`src/core/aaops_cfg.svh`:
```
`ifndef AAOPS_CFG_SVH
`define AAOPS_CFG_SVH
// add immediate ignores the lowest opcode bit, so only the top three are decoded
`define AAOPS_OP_ADD_IMM_TOP 3'h7
`define AAOPS_OP_AND_IMM 4'h9
`define AAOPS_OP_ADD_REG 4'h7
`define AAOPS_OP_AND_REG 4'h5
`define AAOPS_GRP_LIT 2'h3
`define AAOPS_GRP_BYTE 2'h0
`define AAOPS_PHASES 2'h3
`define AAOPS_DEST_BIT 7
`define AAOPS_ACC_RESET 8'h00
`endif

```
`src/core/aaops_pkg.sv`:
```
package aaops_pkg;
   typedef enum logic [2:0] {
      AAOPS_NONE,
      AAOPS_ADD_IMM,
      AAOPS_AND_IMM,
      AAOPS_ADD_REG,
      AAOPS_AND_REG
   } aaops_op_t;
   typedef struct packed {
      logic [7:0] acc;
      logic carry;
      logic nibble;
      logic zero;
      logic [7:0] wdata;
      logic [6:0] waddr;
      logic wen;
      logic done;
   } aaops_state_t;
   typedef struct packed {
      logic [1:0] count;
   } aaops_phase_t;
endpackage

```
`src/core/aaops_alu.sv`:
```
// Notes on behaviour
// RULE1 - add immediate sets carry, nibble carry, zero
// RULE2 - and immediate updates accumulator and Z
// RULE3 - add register to accumulator; carry, nibble, zero
// RULE4 - and accumulator with register, Z only
// RULE5 - destination bit picks accumulator or register
// RULE6 - one instruction cycle of four clocks
// RULE7 - carry bit7, nibble carry bit3, zero
`timescale 1ns/100ps
`default_nettype none
`include "aaops_cfg.svh"
module aaops_alu (
   input wire logic clock,
   input wire logic rst_n,
   input wire logic [13:0] instr,
   input wire logic instr_valid,
   input wire logic [7:0] reg_rdata,
   output logic [6:0] reg_addr,
   output logic [7:0] reg_wdata,
   output logic reg_wen,
   output logic [7:0] acc,
   output logic carry_flag,
   output logic nibble_overflow_flag,
   output logic zero_flag,
   output logic cycle_end,
   output logic done,
   output aaops_pkg::aaops_op_t op_kind
);
   import aaops_pkg::*;
   aaops_state_t st_r;
   aaops_state_t st_nxt;
   logic [7:0] opnd;
   logic [4:0] lo_sum;
   logic [8:0] sum;
   logic [7:0] res;
   logic to_reg;

   aaops_phase u_phase (
      .clock(clock),
      .rst_n(rst_n),
      .cycle_end(cycle_end)
   );

   always_comb begin
      op_kind = AAOPS_NONE;
      if (instr[13:12] == `AAOPS_GRP_LIT) begin
         if (instr[11:9] == `AAOPS_OP_ADD_IMM_TOP) begin
            op_kind = AAOPS_ADD_IMM; // see RULE1
         end else if (instr[11:8] == `AAOPS_OP_AND_IMM) begin
            op_kind = AAOPS_AND_IMM; // see RULE2
         end
      end else if (instr[13:12] == `AAOPS_GRP_BYTE) begin
         if (instr[11:8] == `AAOPS_OP_ADD_REG) begin
            op_kind = AAOPS_ADD_REG; // see RULE3
         end else if (instr[11:8] == `AAOPS_OP_AND_REG) begin
            op_kind = AAOPS_AND_REG; // see RULE4
         end
      end
   end

   // read address follows the word; the decoder must hold it through write-back
   assign reg_addr = instr[6:0];
   assign to_reg = instr[`AAOPS_DEST_BIT];
   // register source only for byte forms; literal otherwise
   assign opnd = (op_kind == AAOPS_ADD_REG || op_kind == AAOPS_AND_REG) ?
      reg_rdata : instr[7:0];
   assign lo_sum = {1'b0, st_r.acc[3:0]} + {1'b0, opnd[3:0]}; // see RULE7
   assign sum = {1'b0, st_r.acc} + {1'b0, opnd}; // see RULE7

   always_comb begin
      st_nxt = st_r;
      st_nxt.wen = 1'b0;
      st_nxt.done = 1'b0;
      res = 8'h00;
      // work is done once per instruction cycle, at its last phase
      if (cycle_end && instr_valid && op_kind != AAOPS_NONE) begin // see RULE6
         st_nxt.done = 1'b1;
         if (op_kind == AAOPS_ADD_IMM || op_kind == AAOPS_ADD_REG) begin
            res = sum[7:0];
            st_nxt.carry = sum[8]; // see RULE7
            st_nxt.nibble = lo_sum[4]; // see RULE7
         end else begin
            res = st_r.acc & opnd; // see RULE2
         end
         st_nxt.zero = (res == 8'h00); // see RULE7
         if ((op_kind == AAOPS_ADD_REG || op_kind == AAOPS_AND_REG) && to_reg) begin
            st_nxt.wen = 1'b1; // see RULE5
            st_nxt.wdata = res;
            st_nxt.waddr = instr[6:0];
         end else begin
            st_nxt.acc = res; // see RULE5
         end
      end
   end

   always_ff @(posedge clock or negedge rst_n) begin
      if (!rst_n) begin
         st_r <= '{acc: `AAOPS_ACC_RESET, carry: 1'b0, nibble: 1'b0, zero: 1'b0,
                   wdata: 8'h00, waddr: 7'h00, wen: 1'b0, done: 1'b0};
      end else begin
         st_r <= st_nxt;
      end
   end

   assign acc = st_r.acc;
   assign carry_flag = st_r.carry;
   assign nibble_overflow_flag = st_r.nibble;
   assign zero_flag = st_r.zero;
   assign reg_wdata = st_r.wdata;
   assign reg_wen = st_r.wen;
   assign done = st_r.done;

   // result checks rebuild each value from the operands, not from the adder nets
   property p_cycle_len;
      @(posedge clock) disable iff (!rst_n)
         cycle_end |=> !cycle_end [*3] ##1 cycle_end;
   endproperty
   a_cycle_len: assert property (p_cycle_len) else $error("cycle not four clocks"); // see RULE6

   property p_add_imm;
      @(posedge clock) disable iff (!rst_n)
         (cycle_end && instr_valid && op_kind == AAOPS_ADD_IMM)
         |=> {carry_flag, acc} == $past({1'b0, st_r.acc} + {1'b0, instr[7:0]});
   endproperty
   a_add_imm: assert property (p_add_imm) else $error("add immediate wrong"); // see RULE1

   property p_and_imm;
      @(posedge clock) disable iff (!rst_n)
         (cycle_end && instr_valid && op_kind == AAOPS_AND_IMM)
         |=> acc == ($past(st_r.acc) & $past(instr[7:0])) && $stable(carry_flag)
             && $stable(nibble_overflow_flag);
   endproperty
   a_and_imm: assert property (p_and_imm) else $error("and immediate wrong"); // see RULE2

   property p_add_reg_w;
      @(posedge clock) disable iff (!rst_n)
         (cycle_end && instr_valid && op_kind == AAOPS_ADD_REG && !to_reg)
         |=> acc == $past(st_r.acc + reg_rdata) && !reg_wen;
   endproperty
   a_add_reg_w: assert property (p_add_reg_w) else $error("add register wrong"); // see RULE3

   property p_and_reg;
      @(posedge clock) disable iff (!rst_n)
         (cycle_end && instr_valid && op_kind == AAOPS_AND_REG)
         |=> $stable(carry_flag) && $stable(nibble_overflow_flag);
   endproperty
   a_and_reg: assert property (p_and_reg) else $error("and register touched carry"); // see RULE4

   property p_dest_reg;
      @(posedge clock) disable iff (!rst_n)
         (cycle_end && instr_valid && (op_kind == AAOPS_ADD_REG || op_kind == AAOPS_AND_REG)
          && to_reg) |=> reg_wen && $stable(acc) && reg_addr == $past(instr[6:0]) ##1 !reg_wen;
   endproperty
   a_dest_reg: assert property (p_dest_reg) else $error("register write-back wrong"); // see RULE5

   property p_nibble;
      @(posedge clock) disable iff (!rst_n)
         (cycle_end && instr_valid && op_kind == AAOPS_ADD_IMM)
         |=> nibble_overflow_flag
             == $past(({1'b0, st_r.acc[3:0]} + {1'b0, instr[3:0]}) > 5'h0F);
   endproperty
   a_nibble: assert property (p_nibble) else $error("nibble carry wrong"); // see RULE7

   property p_zero;
      @(posedge clock) disable iff (!rst_n)
         done && !reg_wen |-> zero_flag == (acc == 8'h00);
   endproperty
   a_zero: assert property (p_zero) else $error("zero flag wrong"); // see RULE7

   property p_zero_wb;
      @(posedge clock) disable iff (!rst_n)
         reg_wen |-> zero_flag == (reg_wdata == 8'h00);
   endproperty
   a_zero_wb: assert property (p_zero_wb) else $error("write-back zero wrong"); // see RULE7

   property p_wb_addr;
      @(posedge clock) disable iff (!rst_n)
         reg_wen |-> reg_addr == st_r.waddr;
   endproperty
   a_wb_addr: assert property (p_wb_addr) else $error("write-back address moved"); // see RULE5

   property p_carry_reg;
      @(posedge clock) disable iff (!rst_n)
         (cycle_end && instr_valid && op_kind == AAOPS_ADD_REG)
         |=> {carry_flag, (reg_wen ? reg_wdata : acc)}
             == $past({1'b0, st_r.acc} + {1'b0, reg_rdata});
   endproperty
   a_carry_reg: assert property (p_carry_reg) else $error("add carry wrong"); // see RULE3

   property p_nibble_reg;
      @(posedge clock) disable iff (!rst_n)
         (cycle_end && instr_valid && op_kind == AAOPS_ADD_REG)
         |=> nibble_overflow_flag
             == $past(({1'b0, st_r.acc[3:0]} + {1'b0, reg_rdata[3:0]}) > 5'h0F);
   endproperty
   a_nibble_reg: assert property (p_nibble_reg) else $error("nibble carry wrong"); // see RULE7

   property p_and_reg_data;
      @(posedge clock) disable iff (!rst_n)
         (cycle_end && instr_valid && op_kind == AAOPS_AND_REG)
         |=> (reg_wen ? reg_wdata : acc) == $past(st_r.acc & reg_rdata);
   endproperty
   a_and_reg_data: assert property (p_and_reg_data) else $error("and data wrong"); // see RULE4

   property p_idle;
      @(posedge clock) disable iff (!rst_n)
         !(cycle_end && instr_valid && op_kind != AAOPS_NONE)
         |=> !done && !reg_wen && $stable(acc) && $stable(zero_flag)
             && $stable(carry_flag) && $stable(nibble_overflow_flag);
   endproperty
   a_idle: assert property (p_idle) else $error("refused word changed state"); // see RULE6

   property p_done_pulse;
      @(posedge clock) disable iff (!rst_n)
         done |=> !done;
   endproperty
   a_done_pulse: assert property (p_done_pulse) else $error("done held too long"); // see RULE6

   property p_and_imm_zero;
      @(posedge clock) disable iff (!rst_n)
         (cycle_end && instr_valid && op_kind == AAOPS_AND_IMM)
         |=> zero_flag == ($past(st_r.acc & instr[7:0]) == 8'h00);
   endproperty
   a_and_imm_zero: assert property (p_and_imm_zero) else $error("and zero wrong"); // see RULE2
endmodule
`default_nettype wire

```
`src/core/aaops_phase.sv`:
```
`timescale 1ns/100ps
`default_nettype none
`include "aaops_cfg.svh"
module aaops_phase (
   input wire logic clock,
   input wire logic rst_n,
   output logic cycle_end
);
   import aaops_pkg::*;
   aaops_phase_t ph_r;
   aaops_phase_t ph_nxt;
   // four oscillator periods make one instruction cycle; it never stalls
   always_comb begin
      ph_nxt = ph_r;
      ph_nxt.count = ph_r.count + 2'h1; // see RULE6
   end
   always_ff @(posedge clock or negedge rst_n) begin
      if (!rst_n) begin
         ph_r <= '{count: 2'h0};
      end else begin
         ph_r <= ph_nxt;
      end
   end
   assign cycle_end = (ph_r.count == `AAOPS_PHASES); // see RULE6
endmodule
`default_nettype wire

```
`config.mk`:
```
export PLATFORM = sky130hd
export DESIGN_NAME = aaops_alu
export DESIGN_NICKNAME = d
export VERILOG_FILES = /design/src/core/aaops_pkg.sv /design/src/core/aaops_alu.sv /design/src/core/aaops_phase.sv
export VERILOG_INCLUDE_DIRS = /design/src /design/src/core
export SDC_FILE = /design/constraint.sdc
export NUM_CORES = 1
export LEC_CHECK = 0
export BUFFER_PORTS_ARGS = -buffer_cell sky130_fd_sc_hd__buf_4
export CAP_MARGIN = 20
export CORE_MARGIN = 1
export CORE_UTILIZATION = 44
export DETAILED_ROUTE_END_ITERATION = 6
export MAX_ROUTING_LAYER = met4
export PLACE_DENSITY = 0.77
export SYNTH_ARGS = -nofsm -noshare
export SYNTH_HDL_FRONTEND = slang
export SYNTH_SLANG_ARGS = --single-unit
```
`constraint.sdc`:
```
create_clock -name clock -period 1.92 [get_ports clock]
set_input_delay 0.384 -clock clock [delete_from_list [all_inputs] [get_ports clock]]
set_output_delay 0.384 -clock clock [all_outputs]
set_load 0.005 [all_outputs]
```
=== After elaboration in Yosys (flattened, before gate mapping) ===
Index checks and enable logic that the tools add are counted.

* Register bits: 23
* Input bits: 25
* Output and inout bits: 32
* Word-level logic and storage cells: 44

* Add/subtract/negate cells: 3
* Equal/unequal tests: 9
* Mux-type cells: 11
* Bitwise operators: 2
* Reductions and logical operators: 11

{| class="wikitable"
|+ Operators by type and width
! operator !! count
|-
| $mux 8 || 3
|-
| $mux 3 || 4
|-
| $add 8x8->9 || 1
|-
| $and 8x8->8 || 1
|-
| $eq 4x3->1 const B || 2
|-
| $logic_not 8->1 || 1
|-
| $eq 3x3->1 const B || 2
|-
| $mux 2 || 3
|-
| $reduce_and 2->1 || 3
|-
| $add 4x4->5 || 1
|-
| $eq 2x2->1 const B || 2
|-
| $eq 4x4->1 const B || 1
|-
| $eq 3x1->1 const B || 1
|-
| $eq 3x2->1 const B || 1
|-
| $logic_and 1x1->1 || 3
|-
| $reduce_bool 3->1 || 1
|-
| $add 2x1->2 const B || 1
|-
| $logic_not 2->1 || 1
|-
| $logic_or 1x1->1 || 2
|-
| $mux 1 || 1
|-
| $not 1->1 || 1
|}

=== Depth between registers and ports, before layout ===
* Depth in word-level cells: 12
* Depth in mapped cells: 14
* Depth with buffers taken out: 13

=== By module ===
From an unflattened synthesis, not the netlist that was laid out.

* Cells, all modules: 159
* Area, all modules: 1450.1 µm²

{| class="wikitable"
|+ Modules (own cells, without submodules)
! module !! instances !! cells each !! area each (µm²) !! seq. area each (µm²)
|-
| aaops_alu || 1 || 155 || 1383.8 || 525.5
|-
| aaops_phase || 1 || 4 || 66.3 || 50.0
|}

=== Worst setup path after synthesis ===
Ideal clock, no wire load.

* Kind: input to register
* Start point: input port instr[11]
* End point: register st_r, in the netlist reg_wdata[6]
* Setup time: 125 ps
* Data arrival time: 2776 ps
* Required time: 1795 ps
* Setup slack: -980 ps
* Cell stages on the path: 14
* Buffers on the path: 1
* Cells stage by stage: nor4b_4 -> and2_1 -> buf_4 -> nand2_1 -> nand2_1 -> ha_1 -> inv_1 -> fa_1 -> nand2b_1 -> a21oi_1 -> a31o_2 -> xnor2_1 -> o21ai_0 -> mux2_2

* Word-level cells in the longest chain between the ends: 11
* Elaborated cells between the ends (all ways): 24
* Those cells by class: add/sub (1); eq/ne (7); mux (9); bitwise (1); reduce/logical (6)

{| class="wikitable"
|+ RTL lines
! element !! line !! RTL
|-
| start: declaration || aaops_alu.sv:15 || <nowiki>input wire logic [13:0] instr,</nowiki>
|-
| $eq 4x3->1 (no line) || -- ||
|-
| $mux 3 || aaops_alu.sv:55 || <nowiki>end else if (instr[11:8] == `AAOPS_OP_AND_REG) begin</nowiki>
|-
| $mux 3 || aaops_alu.sv:53 || <nowiki>if (instr[11:8] == `AAOPS_OP_ADD_REG) begin</nowiki>
|-
| $mux 3 || aaops_alu.sv:52 || <nowiki>end else if (instr[13:12] == `AAOPS_GRP_BYTE) begin</nowiki>
|-
| $mux 3 (*) || aaops_alu.sv:46 || <nowiki>if (instr[13:12] == `AAOPS_GRP_LIT) begin</nowiki>
|-
| $eq 3x2->1 / $eq 3x3->1 (equally long branches) || aaops_alu.sv:65, aaops_alu.sv:78, aaops_alu.sv:86 ||
|-
| $logic_or 1x1->1 || aaops_alu.sv:65, aaops_alu.sv:86 ||
|-
| $mux 8 || aaops_alu.sv:65 || <nowiki>assign opnd = (op_kind == AAOPS_ADD_REG || op_kind == AAOPS_AND_REG) ?</nowiki>
|-
| $add 8x8->9 / $and 8x8->8 (equally long branches) || aaops_alu.sv:68, aaops_alu.sv:83 ||
|-
| $mux 8 || aaops_alu.sv:78 || <nowiki>if (op_kind == AAOPS_ADD_IMM || op_kind == AAOPS_ADD_REG) begin</nowiki>
|-
| $mux 8 || aaops_alu.sv:76 || <nowiki>if (cycle_end && instr_valid && op_kind != AAOPS_NONE) begin</nowiki>
|-
| end signal: assignment || aaops_alu.sv:98 || <nowiki>st_r <= '{acc: `AAOPS_ACC_RESET, carry: 1'b0, nibble: 1'b0, zero: 1'b0,</nowiki>
|-
| end signal: assignment || aaops_alu.sv:101 || <nowiki>st_r <= st_nxt;</nowiki>
|-
| end: declaration || aaops_alu.sv:30 || <nowiki>aaops_state_t st_r;</nowiki>
|}

Every way passes the cells marked *; elsewhere a longest branch is shown, timed or not. The select of a mux whose other input is x is not followed.
A chain may end at the register's enable or synchronous reset.

=== Worst setup path after layout ===
* Start point: input port instr[11]
* End point: register st_r, in the netlist zero_flag

* Word-level cells in the longest chain between the ends: 12
* Elaborated cells between the ends (all ways): 23
* Those cells by class: add/sub (1); eq/ne (7); mux (9); bitwise (1); reduce/logical (5)

{| class="wikitable"
|+ RTL lines
! element !! line !! RTL
|-
| $eq 4x3->1 (no line) || -- ||
|-
| $mux 3 || aaops_alu.sv:55 ||
|-
| $mux 3 || aaops_alu.sv:53 ||
|-
| $mux 3 || aaops_alu.sv:52 ||
|-
| $mux 3 (*) || aaops_alu.sv:46 ||
|-
| $eq 3x2->1 / $eq 3x3->1 (equally long branches) || aaops_alu.sv:65, aaops_alu.sv:78 ||
|-
| $logic_or 1x1->1 || aaops_alu.sv:65 ||
|-
| $mux 8 || aaops_alu.sv:65 ||
|-
| $add 8x8->9 / $and 8x8->8 (equally long branches) || aaops_alu.sv:68, aaops_alu.sv:83 ||
|-
| $mux 8 || aaops_alu.sv:78 ||
|-
| $mux 8 || aaops_alu.sv:76 ||
|-
| $logic_not 8->1 || aaops_alu.sv:85 || <nowiki>st_nxt.zero = (res == 8'h00);</nowiki>
|}

Marks and branches as above.

==> impl_metrics.toml <==
[outcome]
status = "complete, but fails checks"
violations = "negative setup slack"

[logic_synthesis]
syn_avg_cell_area_sq_um = 9.14
yosysWarnings = 0
synth-async-reset-ratio_pct = 100
synth_nets = 203
synth_flop_cell = "dfrtp_1"
ys_seq_area_share_pct = 37.5
synth_edf_count = 0
syn_area_sq_mm = 0.00154
ys_types = 43
ys_ff_latch = 23
syn_inst = 168

[global_route]
grt_pass1_wl_mm = 6.50
gr-usage-all-layers_pct = 24.2
globalRoute.totalOverflow = 0
grt_use_met1_pct = 32.1
busiest_layer = "met2"
grt_pass1_vias = 1449
antenna_found_initial = 0
use_met2_pct = 40.8
grt_max_degree = 24
grt.met3_usage_pct = 1.47

[drt]
drt_iter0_drc = 50
num_vias = 1612
drc = 0
final_antenna_net_count = 0
wire_per_inst_um = 15.8
routed_wl_mm = 4.94
drt_pass1_iterations = 4
vias_per_cell = 5.17

[placed_design]
pre_cts_ws_ps = -1180
port_buffers = 56
dp_cells = 299
place_hpwl_mm = 3.08
gp_congestion = 0.865

[clocking]
clk_path_buf_depth = 2
root_buffer = "clkbuf_4"
clk_pin_slew_ps = 120
insertion_delay_ps = 310
cts_tree = "yes"
htree_num_levels = 1
cts_buffers = 3
clock_sinks = 23

[worst_setup_path]
worstPathArrival_ps = 2900
path_common_cell = "nand2_2"
start_kind = "primary input"
cp_slowest_cell = "fa_2"
max_stage_delay_ps = 530
r2r_setup_slack_ps = -380
cp.required_ps = 2150
critPathMaxFanout = 5
path_cells = "buf_8 -> nor4b_4 -> and2_4 -> nand2_2 -> nand2_2 -> ha_4 -> inv_2 -> fa_2 -> nor4b_1 -> o21a_1 -> o2111ai_1 -> o31ai_2"
worstSetupPathType = "primary input to flip-flop"
worstSetupEndpointType = "flip-flop"

[job]
drv_cap = 0

[floorplan]
row_count = 21
dieArea_sq_mm = 0.00373
fp.dieW_um = 61.1
ios = 57
core_sq_mm = 0.00334
initial_core_util_pct = 46.0
die_y_um = 61.1

[timing]
setup_tns_ps = -6750
slew-limit-headroom_pct = 68.6
max_freq_mhz = 374
worst_pin_slew_ps = 467
fin_worst_skew_ps = 7.07
fin_crit_sh_pct = 139
fin_crit_ps = 2670
setup_viol = 17
setup_ws_ps = -750
grt_setup_unrepaired = "yes"
hold_violations = 0
slew_violations = 0

[cells_and_area]
multi_input_area_sq_mm = 0.00107
area_delta_synth_final_pct = 67.8
final_cell_count_no_fill = 312
post-route-util_pct = 77.2
diodes = 0
nFillCells = 228
seqCellArea_sq_um = 576
drive_gt1_share_pct = 59.4
fin_nets = 302

[power_and_ir_drop]
p_per_area_mw_per_mm2 = 376
ir_drop_mv = 0.441
p_leak_nw = 1.32

[worst_hold_path]
min_path_type = "flip-flop to flip-flop"
-- critical path: cells and delay by family --
family                     cells  cell delay (ps)
and+or+nand+nor                5             1100
adders and majority gates      2              670
AOI/OAI and AO/OA              3              590
buffers and inverters          2              140
-- where the power goes --
part | internal, W | total (W) | leakage [nW] | switching (W)
clock network | 0.0000811 | 0.000227 | 0.0150 | 0.000146
logic | 0.000134 | 0.000244 | 0.990 | 0.000110
registers | 0.000492 | 0.000498 | 0.316 | 0.00000606
-- metrics by stage --
stage          instance area (sq um)  hold slack [ps]  power [W]
2_1_floorplan                   1580             88.4   0.000593
3_3_place_gp                    2280              292   0.000699
3_5_place_dp                    2280              299   0.000703
4_1_cts                         2450              454   0.000945
5_1_grt                         2580              493    0.00102
6_report                        2580              463   0.000969
-- cell families (layout without fill, tap and decap cells) --
kind of cell	Yosys count	count (layout)	synth area share, %
compound gates	35	35	16.3
xor+xnor	5	5	2.85
fa+ha+maj	10	10	8.64
buf+inv	18	116	7.66
flops	23	23	37.5
mux	9	9	6.44
simple gates	68	68	20.6
-- state kept, by name (all words and copies together) (netlist names) --
| name | flops |
|---|---|
| reg_wen | 1 |
| done | 1 |
| acc | 8 |
| nibble_overflow_flag | 1 |
| u_phase.ph_r | 2 |
| zero_flag | 1 |
| reg_wdata | 8 |
| carry_flag | 1 |
-- per-layer routing --
| metal | wire, um | up-vias |
|---|---|---|
| met5 | 0 | - |
| met4 | 116 | 0 |
| met3 | 178 | 12 |
| met2 | 2530 | 54 |
| met1 | 2120 | 777 |
| li1 | - | 769 |
-- placed cells by master (no fill, tap or decap), types with 2 or more instances in the layout --
master	instances
and2_4	2
o21ai_1	4
nand2_2	6
ha_1	3
clkbuf_4	3
inv_2	3
o21ai_2	2
nand3_1	3
mux2i_1	2
o21ai_0	4
buf_4	101
ha_4	6
nor3_1	3
mux2_2	6
xor2_1	3
nor2_1	10
o31ai_2	3
a21oi_2	3
buf_6	2
inv_1	3
nand2_1	32
a21oi_1	5
dfrtp_1	23
a21o_1	2
nand2b_1	2
-- cell usage after synthesis, types with 2 or more instances --
cell,n,area (sq um)
nand2_1,38,143
dfrtp_1,23,576
nor2_1,12,45.0
o21ai_0,10,50.1
buf_4,9,67.6
ha_1,9,113
a21oi_1,8,40.0
mux2_2,7,78.8
inv_1,4,15.0
nand2b_1,3,18.8
nand3_1,3,15.0
nor3_1,3,15.0
xor2_1,3,26.3
a21o_1,2,15.0
buf_6,2,22.5
inv_2,2,7.51
mux2i_1,2,20.0
o31ai_2,2,25.0
xnor2_1,2,17.5
-- repair_timing --
item | in CTS | in global routing
endpoints found under the hold margin | 23 | 0
resized for setup | 21 | 20
setup endpoints to repair | 17 | 18
hold buffers | 1 | 0
pin swaps | 13 | 10
buffers inserted | 5 | 5
-- area by class of cell --
cell class,instances,share of cell area (%)
Timing Repair Buffer,106,32.1
Clock buffer,4,1.02
Multi-Input combinational cell,127,41.5
Sequential cell,23,22.3
Inverter,6,0.874
Tap cell,46,2.23
-- path summary, 6_finish.rpt --
check	from	to	depth (start not counted)
setup / recovery	instr[11]	zero_flag	12
hold / removal	u_phase.ph_r[0]	u_phase.ph_r[0]	1
setup reg to reg	acc[0]	zero_flag	7
hold reg to reg	u_phase.ph_r[0]	u_phase.ph_r[0]	1
max in group asynchronous	rst_n	acc[6]	2
min in group asynchronous	rst_n	acc[1]	2
Note: power is estimated with default switching activity, not from simulation.
